$ cat src/adc_ready_pkg.sv
// Behaviour
// - Bit 4 sets after a current-sense measurement; clears on main trigger rising.
// - Bit 3 sets when all active pin channels measured; clears on aux trigger rising.
// - Bit 1 sets after one full misc round robin; clears on aux trigger rising.
// - Bit 0 sets after full main round robin; clears on main trigger rising.
package adc_ready_pkg;

    // ------------------------------------------------------------------
    // Register map
    // ------------------------------------------------------------------
    localparam logic [11:0] ready_flags_index  = 12'h527;
    localparam logic [13:0] ready_flags_addr   = 14'h149c;
    localparam logic [13:0] cell_sel_addr      = 14'h14a0;
    localparam logic [13:0] trigger_addr       = 14'h14a4;
    localparam int          addr_w             = 14;
    localparam logic [7:0]  ready_flags_reset  = 8'h00;
    localparam logic [4:0]  cell_sel_reset     = 5'h00;
    localparam logic [1:0]  resp_okay          = 2'h0;
    localparam logic [1:0]  resp_slverr        = 2'h2;

    // ------------------------------------------------------------------
    // Field positions
    // ------------------------------------------------------------------
    localparam int bit_primary  = 0;
    localparam int bit_aux_misc = 1;
    localparam int bit_aux_cell = 2;
    localparam int bit_aux_pin  = 3;
    localparam int bit_cs       = 4;
    localparam int bit_trig_main = 0;
    localparam int bit_trig_aux  = 1;

endpackage : adc_ready_pkg

$ cat src/ready_flag_if.sv
`timescale 1ns/100ps
interface ready_flag_if;
    logic set;
    logic clr;
    logic flag;
    modport owner (input set, input clr, output flag);
    modport user  (output set, output clr, input flag);
endinterface : ready_flag_if

$ cat src/ready_flag.sv
`timescale 1ns/100ps
module ready_flag (
    input wire logic      aclk,    // Clock.
    input wire logic      aresetn, // Synchronous reset, active low.
    ready_flag_if.owner   f        // Set, clear and flag.
);
    typedef struct packed {
        logic flag;
    } st_s;

    st_s st_r;
    st_s st_nxt;

    // A set in the same cycle as a clear wins over the clear.
    always_comb begin
        st_nxt = st_r;
        if (f.clr) begin
            st_nxt.flag = 1'b0;
        end
        if (f.set) begin
            st_nxt.flag = 1'b1;
        end
    end

    always_ff @(posedge aclk) begin
        if (!aresetn) begin
            st_r <= '0;
        end else begin
            st_r <= st_nxt;
        end
    end

    assign f.flag = st_r.flag;
endmodule : ready_flag

$ cat src/adc_conversion_ready_status.sv
`timescale 1ns/100ps
module adc_conversion_ready_status #(
    parameter int main_channels = 24,
    parameter int misc_channels = 8,
    parameter int pin_channels  = 8,
    parameter int cell_channels = 16
) (
    input  wire logic                      aclk,           // Clock, 25 MHz.
    input  wire logic                      aresetn,        // Synchronous reset.
    input  wire logic                      cs_meas_done,   // Current-sense result pulse.
    input  wire logic                      main_meas_done, // Main result pulse.
    input  wire logic [7:0]                main_meas_ch,   // Main channel index.
    input  wire logic                      aux_meas_done,  // Aux result pulse.
    input  wire logic [1:0]                aux_meas_kind,  // 0 misc, 1 pin, 2 cell.
    input  wire logic [7:0]                aux_meas_ch,    // Aux channel index.
    input  wire logic [pin_channels-1:0]   pin_active,     // Pins set for conversion.
    input  wire logic [adc_ready_pkg::addr_w-1:0] s_axi_awaddr, // Write address.
    input  wire logic                      s_axi_awvalid,  // Write address valid.
    output logic                           s_axi_awready,  // Write address ready.
    input  wire logic [31:0]               s_axi_wdata,    // Write data.
    input  wire logic [3:0]                s_axi_wstrb,    // Write strobes.
    input  wire logic                      s_axi_wvalid,   // Write data valid.
    output logic                           s_axi_wready,   // Write data ready.
    output logic [1:0]                     s_axi_bresp,    // Write response.
    output logic                           s_axi_bvalid,   // Write response valid.
    input  wire logic                      s_axi_bready,   // Write response ready.
    input  wire logic [adc_ready_pkg::addr_w-1:0] s_axi_araddr, // Read address.
    input  wire logic                      s_axi_arvalid,  // Read address valid.
    output logic                           s_axi_arready,  // Read address ready.
    output logic [31:0]                    s_axi_rdata,    // Read data.
    output logic [1:0]                     s_axi_rresp,    // Read response.
    output logic                           s_axi_rvalid,   // Read data valid.
    input  wire logic                      s_axi_rready    // Read data ready.
);
    localparam int addr_w_c = adc_ready_pkg::addr_w;

    // The coverage vectors are fixed at 256 and 32 bits, so larger counts cannot be served.
    if (main_channels < 1 || main_channels > 256 || misc_channels < 1
        || misc_channels > 256 || pin_channels < 1 || pin_channels > 32
        || cell_channels < 1 || cell_channels > 32) begin : g_bad_counts
        $error("adc_conversion_ready_status: channel counts out of range");
    end

    // ------------------------------------------------------------------
    // State
    // ------------------------------------------------------------------
    typedef struct packed {
        logic                     awready;
        logic                     wready;
        logic                     aw_got;
        logic                     w_got;
        logic [addr_w_c-1:0]      awaddr;
        logic [31:0]              wdata;
        logic [3:0]               wstrb;
        logic                     bvalid;
        logic [1:0]               bresp;
        logic                     arready;
        logic                     rvalid;
        logic [31:0]              rdata;
        logic [1:0]               rresp;
        logic [4:0]               cell_sel;
        logic [1:0]               trig;
        logic [255:0]             main_seen;
        logic [255:0]             misc_seen;
        logic [31:0]              pin_seen;
        logic [31:0]              cell_seen;
    } st_s;

    st_s st_r;
    st_s st_nxt;

    ready_flag_if f_cs ();
    ready_flag_if f_pin ();
    ready_flag_if f_cell ();
    ready_flag_if f_misc ();
    ready_flag_if f_main ();

    ready_flag u_cs   (.aclk(aclk), .aresetn(aresetn), .f(f_cs));
    ready_flag u_pin  (.aclk(aclk), .aresetn(aresetn), .f(f_pin));
    ready_flag u_cell (.aclk(aclk), .aresetn(aresetn), .f(f_cell));
    ready_flag u_misc (.aclk(aclk), .aresetn(aresetn), .f(f_misc));
    ready_flag u_main (.aclk(aclk), .aresetn(aresetn), .f(f_main));

    // Mask of the low n bits of a 256-bit vector.
    function automatic logic [255:0] low_mask(input int n);
        logic [255:0] m;
        m = '0;
        for (int i = 0; i < 256; i++) begin
            if (i < n) begin
                m[i] = 1'b1;
            end
        end
        return m;
    endfunction : low_mask

    // Cell selection picks the lowest sel+1 channels, limited to the count.
    function automatic logic [31:0] cell_mask(input logic [4:0] sel);
        logic [31:0] m;
        m = '0;
        for (int i = 0; i < 32; i++) begin
            if (i <= int'(sel) && i < cell_channels) begin
                m[i] = 1'b1;
            end
        end
        return m;
    endfunction : cell_mask

    logic [255:0] main_need;
    logic [255:0] misc_need;
    logic [31:0]  pin_need;
    logic [31:0]  cell_need;
    logic         main_rise;
    logic         aux_rise;
    logic [7:0]   flags;
    logic [addr_w_c-1:0] wa;
    logic [31:0]  wd;

    assign main_need = low_mask(main_channels);
    assign misc_need = low_mask(misc_channels);
    assign pin_need  = 32'(pin_active);
    assign cell_need = cell_mask(st_r.cell_sel);
    assign flags     = {3'h0, f_cs.flag, f_pin.flag, f_cell.flag, f_misc.flag, f_main.flag};

    // ------------------------------------------------------------------
    // Next state
    // ------------------------------------------------------------------
    always_comb begin
        st_nxt   = st_r;
        wa       = st_r.aw_got ? st_r.awaddr : s_axi_awaddr;
        wd       = st_r.w_got ? st_r.wdata : s_axi_wdata;
        main_rise = 1'b0;
        aux_rise  = 1'b0;

        if (s_axi_awvalid && st_r.awready) begin
            st_nxt.aw_got  = 1'b1;
            st_nxt.awaddr  = s_axi_awaddr;
            st_nxt.awready = 1'b0;
        end
        if (s_axi_wvalid && st_r.wready) begin
            st_nxt.w_got  = 1'b1;
            st_nxt.wdata  = s_axi_wdata;
            st_nxt.wstrb  = s_axi_wstrb;
            st_nxt.wready = 1'b0;
        end
        if (st_nxt.aw_got && st_nxt.w_got && !st_r.bvalid) begin
            st_nxt.aw_got = 1'b0;
            st_nxt.w_got  = 1'b0;
            st_nxt.bvalid = 1'b1;
            st_nxt.bresp  = adc_ready_pkg::resp_okay;
            wa = st_nxt.awaddr;
            wd = st_nxt.wdata;
            if (wa == adc_ready_pkg::cell_sel_addr) begin
                if (st_nxt.wstrb[0]) begin
                    st_nxt.cell_sel = wd[4:0];
                end
            end else if (wa == adc_ready_pkg::trigger_addr) begin
                // Trigger bits are software levels; only a 0 to 1 change clears.
                if (st_nxt.wstrb[0]) begin
                    st_nxt.trig = wd[1:0];
                    main_rise = wd[adc_ready_pkg::bit_trig_main]
                              && !st_r.trig[adc_ready_pkg::bit_trig_main];
                    aux_rise  = wd[adc_ready_pkg::bit_trig_aux]
                              && !st_r.trig[adc_ready_pkg::bit_trig_aux];
                end
            end else if (wa != adc_ready_pkg::ready_flags_addr) begin
                st_nxt.bresp = adc_ready_pkg::resp_slverr;
            end
        end
        if (st_r.bvalid && s_axi_bready) begin
            st_nxt.bvalid  = 1'b0;
            st_nxt.awready = 1'b1;
            st_nxt.wready  = 1'b1;
        end

        if (s_axi_arvalid && st_r.arready) begin
            st_nxt.arready = 1'b0;
            st_nxt.rvalid  = 1'b1;
            st_nxt.rresp   = adc_ready_pkg::resp_okay;
            case (s_axi_araddr)
                adc_ready_pkg::ready_flags_addr: st_nxt.rdata = 32'(flags);
                adc_ready_pkg::cell_sel_addr:    st_nxt.rdata = 32'(st_r.cell_sel);
                adc_ready_pkg::trigger_addr:     st_nxt.rdata = 32'(st_r.trig);
                default: begin
                    st_nxt.rdata = 32'h0;
                    st_nxt.rresp = adc_ready_pkg::resp_slverr;
                end
            endcase
        end
        if (st_r.rvalid && s_axi_rready) begin
            st_nxt.rvalid  = 1'b0;
            st_nxt.arready = 1'b1;
        end

        // Channel coverage; a trigger rise restarts the sweep it owns.
        if (main_rise) begin
            st_nxt.main_seen = '0;
        end
        if (aux_rise) begin
            st_nxt.misc_seen = '0;
            st_nxt.pin_seen  = '0;
            st_nxt.cell_seen = '0;
        end
        if (main_meas_done) begin
            st_nxt.main_seen[main_meas_ch] = 1'b1;
        end
        if (aux_meas_done) begin
            case (aux_meas_kind)
                2'h0: st_nxt.misc_seen[aux_meas_ch] = 1'b1;
                2'h1: st_nxt.pin_seen[aux_meas_ch[4:0]] = 1'b1;
                2'h2: st_nxt.cell_seen[aux_meas_ch[4:0]] = 1'b1;
                default: ;
            endcase
        end
    end

    assign f_cs.clr   = main_rise;
    assign f_main.clr = main_rise;
    assign f_pin.clr  = aux_rise;
    assign f_cell.clr = aux_rise;
    assign f_misc.clr = aux_rise;
    assign f_cs.set   = cs_meas_done;
    assign f_main.set = ((st_r.main_seen & main_need) == main_need) && !main_rise;
    assign f_misc.set = ((st_r.misc_seen & misc_need) == misc_need) && !aux_rise;
    assign f_pin.set  = ((st_r.pin_seen & pin_need) == pin_need) && !aux_rise;
    assign f_cell.set = ((st_r.cell_seen & cell_need) == cell_need) && !aux_rise;

    always_ff @(posedge aclk) begin
        if (!aresetn) begin
            st_r         <= '0;
            st_r.awready <= 1'b1;
            st_r.wready  <= 1'b1;
            st_r.arready <= 1'b1;
        end else begin
            st_r <= st_nxt;
        end
    end

    assign s_axi_awready = st_r.awready;
    assign s_axi_wready  = st_r.wready;
    assign s_axi_bvalid  = st_r.bvalid;
    assign s_axi_bresp   = st_r.bresp;
    assign s_axi_arready = st_r.arready;
    assign s_axi_rvalid  = st_r.rvalid;
    assign s_axi_rdata   = st_r.rdata;
    assign s_axi_rresp   = st_r.rresp;
endmodule : adc_conversion_ready_status

$ cat config.mk
export PLATFORM = sky130hd
export DESIGN_NAME = adc_conversion_ready_status
export DESIGN_NICKNAME = d
export VERILOG_FILES = /design/src/adc_ready_pkg.sv /design/src/ready_flag_if.sv /design/src/ready_flag.sv /design/src/adc_conversion_ready_status.sv
export SDC_FILE = /design/constraint.sdc
export NUM_CORES = 1
export LEC_CHECK = 0
export BUFFER_PORTS_ARGS = -buffer_cell sky130_fd_sc_hd__buf_4
export CAP_MARGIN = 25
export CORE_ASPECT_RATIO = 1.5
export CORE_MARGIN = 5
export CORE_UTILIZATION = 45
export CTS_BUF_LIST = sky130_fd_sc_hd__clkbuf_2 sky130_fd_sc_hd__clkbuf_4 sky130_fd_sc_hd__clkbuf_8
export DETAILED_ROUTE_END_ITERATION = 10
export PLACE_DENSITY = 0.86
export SLEW_MARGIN = 20
export SYNTH_ARGS = -nofsm -noshare
export SYNTH_HDL_FRONTEND = slang
export SYNTH_SLANG_ARGS = --single-unit
$ cat constraint.sdc
create_clock -name aclk -period 1.6 [get_ports aclk]
set_clock_uncertainty 0.05 [all_clocks]
set_input_delay 0.16 -clock aclk [delete_from_list [all_inputs] [get_ports aclk]]
set_output_delay 0.16 -clock aclk [all_outputs]
set_load 0.02 [all_outputs]
Word level (Yosys, flattened, before mapping)
Cells that the tools add are included.

Register bits after elaboration: 654. Bits of input ports: 100. Output and inout port bits: 41. Logic and storage cells: 151.

Order comparisons: 21. Equal/unequal tests: 12. Muxes and demuxes: 52. Bitwise gates (word level): 8. Reduce and logical (&&, ||, !) cells: 33.

Operators with widths (count): 2-to-1 mux 256 bit (3); 2-to-1 mux 320 bit (2); bitwise OR 256 bit (2); equality test 14 x 13 -> 1 bit, second input constant (5); 2-to-1 mux 32 bit (2); bitwise OR 32 bit (2); less-or-equal comparator 4 x 5 -> 1 bit, first input constant (8); 2-to-1 mux 1 bit (35); AND 32 x 16 -> 32 bit (1); AND 32 x 8 -> 32 bit (1); equality test 32 x 16 -> 1 bit (1); equality test 32 x 8 -> 1 bit (1); equality test 24 bit, second input constant (1); less-or-equal comparator 3 x 5 -> 1 bit, first input constant (4); less-than comparator 8 x 9 -> 1 bit, second input constant (2); demux 1 bit (select 8 bit) (2); >= comparator 8 x 1 -> 1 bit, second input constant (2); logical AND 1 bit (16); one-hot mux 5 bit (3 select lines) (1); 2-to-1 mux 14 bit (1); inequality test 14 x 13 -> 1 bit, second input constant (1); less-or-equal comparator 2 x 5 -> 1 bit, first input constant (2); nonzero test 2 bit (5); 2-to-1 mux 9 bit (1); other kinds (15) (25).

Longest topological paths before layout
Depth in word-level cells: 11. Depth in mapped cells: 9. Depth with buffers taken out: 6.

Modules after synthesis
A second synthesis with hierarchy kept.

Cells, all modules: 543. Area, all modules: 4674.5 µm².

Modules (own cells, without submodules): adc_conversion_ready_status (instances 1, cells an instance 528, area each 4468.0 µm², sequential area each 1941.9 µm²); ready_flag (instances 5, cells an instance 3, area each 41.3 µm², sequential area each 20.0 µm²).

Least setup slack after synthesis
No wires, ideal clock.

Path kind: flip-flop to flip-flop. Start: register st_r (netlist bit s_axi_awready). End: register st_r[327] in the netlist's numbering. Data arrival time: 1.762 ns. Path slack: -0.328 ns. Cell stages (with the launch flop): 9. Path buffers: 2. Cell sequence: dfxtp_1 and2_1 o21bai_1 nor3_4 nand4_1 and2_1 buf_6 buf_6 a22o_1.

Word-level cells in the longest chain between the ends: 9. Elaborated cells on any way between the ends: 13.

Ends and longest elaborated chain: start: declaration (line adc_conversion_ready_status.sv:69) `st_s st_r;`; start signal: assignment (line adc_conversion_ready_status.sv:234) `st_r <= st_nxt;`; logical AND 1 bit * (line adc_conversion_ready_status.sv:134) `if (s_axi_awvalid && st_r.awready) begin`; 2-to-1 mux 14 bit (line adc_conversion_ready_status.sv:134); equality test 14 x 13 -> 1 bit (line adc_conversion_ready_status.sv:156) `end else if (wa == adc_ready_pkg::trigger_addr) begin`; 2-to-1 mux 1 bit (line adc_conversion_ready_status.sv:156); 2-to-1 mux 1 bit (line adc_conversion_ready_status.sv:152) `if (wa == adc_ready_pkg::cell_sel_addr) begin`; 2-to-1 mux 1 bit * (line adc_conversion_ready_status.sv:145) `if (st_nxt.aw_got && st_nxt.w_got && !st_r.bvalid) begin`; 2-to-1 mux 256 bit * (line adc_conversion_ready_status.sv:195) `if (main_rise) begin`; bitwise OR 256 bit (no source line); 2-to-1 mux 256 bit * (line adc_conversion_ready_status.sv:203) `if (main_meas_done) begin`.

Every way passes the cells marked *; elsewhere a longest branch is shown, timed or not. A chain may end at the register's enable or synchronous reset.

Final worst setup path
Start: register st_r (netlist bit s_axi_awready). End: register st_r[32] in the netlist's numbering.

Word-level cells in the longest chain between the ends: 10. Elaborated cells on any way between the ends: 14.

Ends and longest elaborated chain: logical AND 1 bit * (line adc_conversion_ready_status.sv:134); 2-to-1 mux 14 bit (line adc_conversion_ready_status.sv:134); equality test 14 x 13 -> 1 bit (line adc_conversion_ready_status.sv:156); 2-to-1 mux 1 bit (line adc_conversion_ready_status.sv:156); 2-to-1 mux 1 bit (line adc_conversion_ready_status.sv:152); 2-to-1 mux 1 bit * (line adc_conversion_ready_status.sv:145); 2-to-1 mux 320 bit * (line adc_conversion_ready_status.sv:198) `if (aux_rise) begin`; bitwise OR 32 bit (no source line); 2-to-1 mux 32 bit (line adc_conversion_ready_status.sv:207) `case (aux_meas_kind)`; 2-to-1 mux 320 bit * (line adc_conversion_ready_status.sv:206) `if (aux_meas_done) begin`.

Marked as above.

==> flow_metrics.env <==
export IMPL_status="finished with violations"
export IMPL_violations="setup timing"
export IMPL_crit_chain="and2_4, o21bai_4, nor3_4, buf_6, a41oi_4, buf_12, a22o_1"
export IMPL_synth_cell_types=47
export IMPL_crit_fanout=35
export IMPL_area_growth_pct=29.7
export IMPL_hp_start="s_axi_wdata[1]"
export IMPL_drt_initial_drc_count=154
export IMPL_fin_util_pct=59.4
export IMPL_leakage_nw=2.42
export IMPL_routed_wl_microns=11200
export IMPL_hold_depth=3
export IMPL_ys_flop_type="dfxtp_1"
export IMPL_period_share_pct=107
export IMPL_core_sq_um=9630
export IMPL_cts_sinks=102
export IMPL_synth_seq_area_share_pct=46.2
export IMPL_layout_setup_ws_ns=-0.119
export IMPL_grt_pass1_wl_microns=18400
export IMPL_root_buffer="clkbuf_8"
export IMPL_p_sw_mw=1.28
export IMPL_final_antenna_net_count=0
export IMPL_antenna_found_initial=0
export IMPL_setup_violations_final=57
export IMPL_drive_gt1_share_pct=26.8
export IMPL_ys_warn_count=0
export IMPL_ios=141
export IMPL_slew_violations=0
export IMPL_num_nets_final=722
export IMPL_synth_area_leaders="dfxtp_1 (46%), nand2_1 (6.5%), buf_4 (6.3%), a22o_1 (6.1%), o21ai_0 (3.2%)"
export IMPL_via_count=3995
export IMPL_finalHoldViolations=0
export IMPL_slew_headroom_pct=54.6
export IMPL_drv_cap=0
export IMPL_avgViaCountPerCell=5.39
export IMPL_required_ns=1.82
export IMPL_powerDensity_nw_per_um2=831
export IMPL_rows=44
export IMPL_synth_cells=502
export IMPL_die_h_microns=131
export IMPL_r2r_slack_ns=-0.12
export IMPL_syn_avg_cell_area_sq_um=8.80
export IMPL_die_area_sq_um=11900
export IMPL_power_frac_seq_pct=55.4
export IMPL_dr_pass1_iters=4
export IMPL_antenna_cells=0
export IMPL_dp_hpwl_microns=8320
export IMPL_yosysTopAreaCell="dfxtp_1"
export IMPL_tightest_slew_ns=0.679
export IMPL_grt_ovfl_total=0
export IMPL_wl_per_cell_microns=15.1
export IMPL_drc=0
export IMPL_initial_utilization_pct=45.8
export IMPL_critPathMaxStageDelay_ns=0.38
export IMPL_intPower_mw=3.48
export IMPL_fp_dieW_microns=90.9
export IMPL_p_comb_share_pct=14.7
export IMPL_rr_endpoint="st_r[32]"
export IMPL_place_congestion=0.862
export IMPL_period_needed_ns=1.72
export IMPL_irDropWorstVdd_v=0.000531
export IMPL_synth_edf_count=0
export IMPL_rsz0062_at_grt="true"
export IMPL_synthArstFlopShare_pct=0
export IMPL_cts_made_buffers=9
export IMPL_r2r_start="s_axi_awready"
export IMPL_grt_max_degree=36
export IMPL_cts_tree="built"
export IMPL_ys_seq_elements=102
export IMPL_power_mw=4.76
export IMPL_place_port_buffers=81
export IMPL_cts_max_level=3
export IMPL_fmax_mhz=582
export IMPL_clk_pin_slew_ns=0.10
export IMPL_clk_latency_ns=0.38
export IMPL_clockBufferDepth=2
export IMPL_synth_top_cell_area_share_pct=46.2
export IMPL_grtUsageTotal_pct=18.6
export IMPL_worst_setup_path_end_kind="flop"
export IMPL_cp_start_kind="flop"
export IMPL_worstRegToRegCells=7
export IMPL_hp_class="in2reg"
export IMPL_n_fill_cell=779
export IMPL_clockPowerShare_pct=29.9
export IMPL_syn_area_sq_um=4420
export IMPL_min_to="st_r[627]"
export IMPL_crit_type="reg2reg"
export IMPL_arrival_ns=1.94
export IMPL_crit_path_top_delay_cell="dfxtp_4"
export IMPL_grt_pass1_vias=4038
export IMPL_p_sw_share_pct=26.9
## power groups by stage
stage / logic [mW] / clock network (mW) / registers, mW
2_1_floorplan: 0.377 / 0 / 2.69
3_3_place_gp: 0.602 / 0 / 2.68
3_5_place_dp: 0.619 / 0 / 2.69
4_1_cts: 0.679 / 1.44 / 2.63
5_1_grt: 0.763 / 1.55 / 2.64
6_report: 0.701 / 1.42 / 2.64
## layout make-up
| type | count | area, sq um | share of cell area, % |
|---|---|---|---|
| flip-flops and latches | 102 | 2050 | 35.8 |
| clock buffers | 9 | 124 | 2.16 |
| repair buffers | 135 | 1100 | 19.2 |
| inverters | 22 | 82.6 | 1.44 |
| multi-input cells | 352 | 2190 | 38.2 |
| clock inverters | 6 | 38.8 | 0.677 |
| well taps | 115 | 144 | 2.51 |
## cell usage in the layout, fill, tap and decap left out, types with 3 or more instances in the layout
master,count
mux2_2,3
a31oi_1,3
buf_6,4
a221o_1,3
buf_4,111
nand3_1,17
conb_1,29
nand4_1,12
o21ai_1,6
a32o_1,7
o21a_1,4
dlygate4sd3_1,18
a22o_1,31
o2bb2ai_1,3
nor2_1,30
nor3b_1,5
nor3_1,9
a21oi_1,20
o22ai_1,4
nand2_1,74
mux2i_1,10
clkinv_2,3
and2_1,3
inv_1,22
clkbuf_8,9
nor4b_1,3
o21ai_0,20
o31ai_2,3
nor4_1,5
dfxtp_1,98
a22oi_1,4
nor2_2,3
nor2b_1,4
## kinds of logic after synthesis
family | Yosys count | synth area share [%]
compound gates | 122 | 19.4
buf+inv | 76 | 10.2
flops | 102 | 46.2
simple gates | 185 | 20.3
mux | 15 | 3.51
other cells | 1 | 0.0849
fa+ha+maj | 1 | 0.227
## through the flow
step / hold WS [ns] / cell area [sq um] / setup slack, ns / setup TNS [ns] / std cells
CTS: 0.00750 / 5680 / -0.120 / -3.63 / 741
global route: 0.0225 / 5730 / -0.198 / -8.56 / 741
floorplan: 0.199 / 4580 / -0.157 / -3.50 / 530
detailed placement: 0.327 / 5240 / -0.160 / -6.70 / 705
global placement: 0.318 / 5240 / -0.172 / -7.16 / 705
finish: 0.0147 / 5730 / -0.119 / -3.55 / 741
## layer usage
metal / track usage (%) / up-vias / share of wire (%)
met5: 0 / - / 0
met2: 35.0 / 118 / 55
met1: 19.7 / 1894 / 38
li1: - / 1961 / -
met4: 5.71 / 0 / 1.8
met3: 5.15 / 22 / 5.3
## worst max-delay path, delay by kind of cell (launching register included)
kind | cells | cell delay [ns]
and+or+nand+nor | 2 | 0.42
buffers and inverters | 2 | 0.33
DFF | 1 | 0.38
AOI/OAI and AO/OA | 3 | 0.42
## registers in the layout, indices dropped and copies added (netlist names)
| register | cells |
|---|---|
| s_axi_wready | 1 |
| u_pin.f.flag | 1 |
| s_axi_arready | 1 |
| u_cs.f.flag | 1 |
| u_main.f.flag | 1 |
| s_axi_rvalid | 1 |
| u_cell.f.flag | 1 |
| st_r | 85 |
| s_axi_rresp | 1 |
| s_axi_awready | 1 |
| s_axi_rdata | 5 |
| s_axi_bvalid | 1 |
| s_axi_bresp | 1 |
| u_misc.f.flag | 1 |
## Yosys cell counts (10+ instances only)
master and count:
nor2_1 33, buf_4 37, mux2i_1 11, clkbuf_1 10, nand3_1 19, nand2_1 76, dfxtp_1 102, a21oi_1 22
o21ai_0 28, a22o_1 31, nand4_1 12, inv_1 22
## how the worst max path moves through the flow
stage / start / end / slack [ns] / cells after the start
floorplan: s_axi_wready / st_r[320] / -0.16 / 8
global placement: st_r[669] / st_r[32] / -0.17 / 7
CTS: s_axi_awready / st_r[8] / -0.12 / 7
finish: s_axi_awready / st_r[32] / -0.12 / 7
detailed placement: s_axi_awready / st_r[340] / -0.16 / 7
global route: s_axi_awready / st_r[32] / -0.20 / 8
## what timing repair did
item / CTS / global route
hold buffers: 18 / 0
endpoints found under the setup margin: 65 / 69
gates resized for setup: 26 / 13
hold endpoints to repair: 16 / 0
buffers inserted: 4 / 2
pin swaps: 7 / 4
No activity file was read; power rests on OpenSTA's default activity.
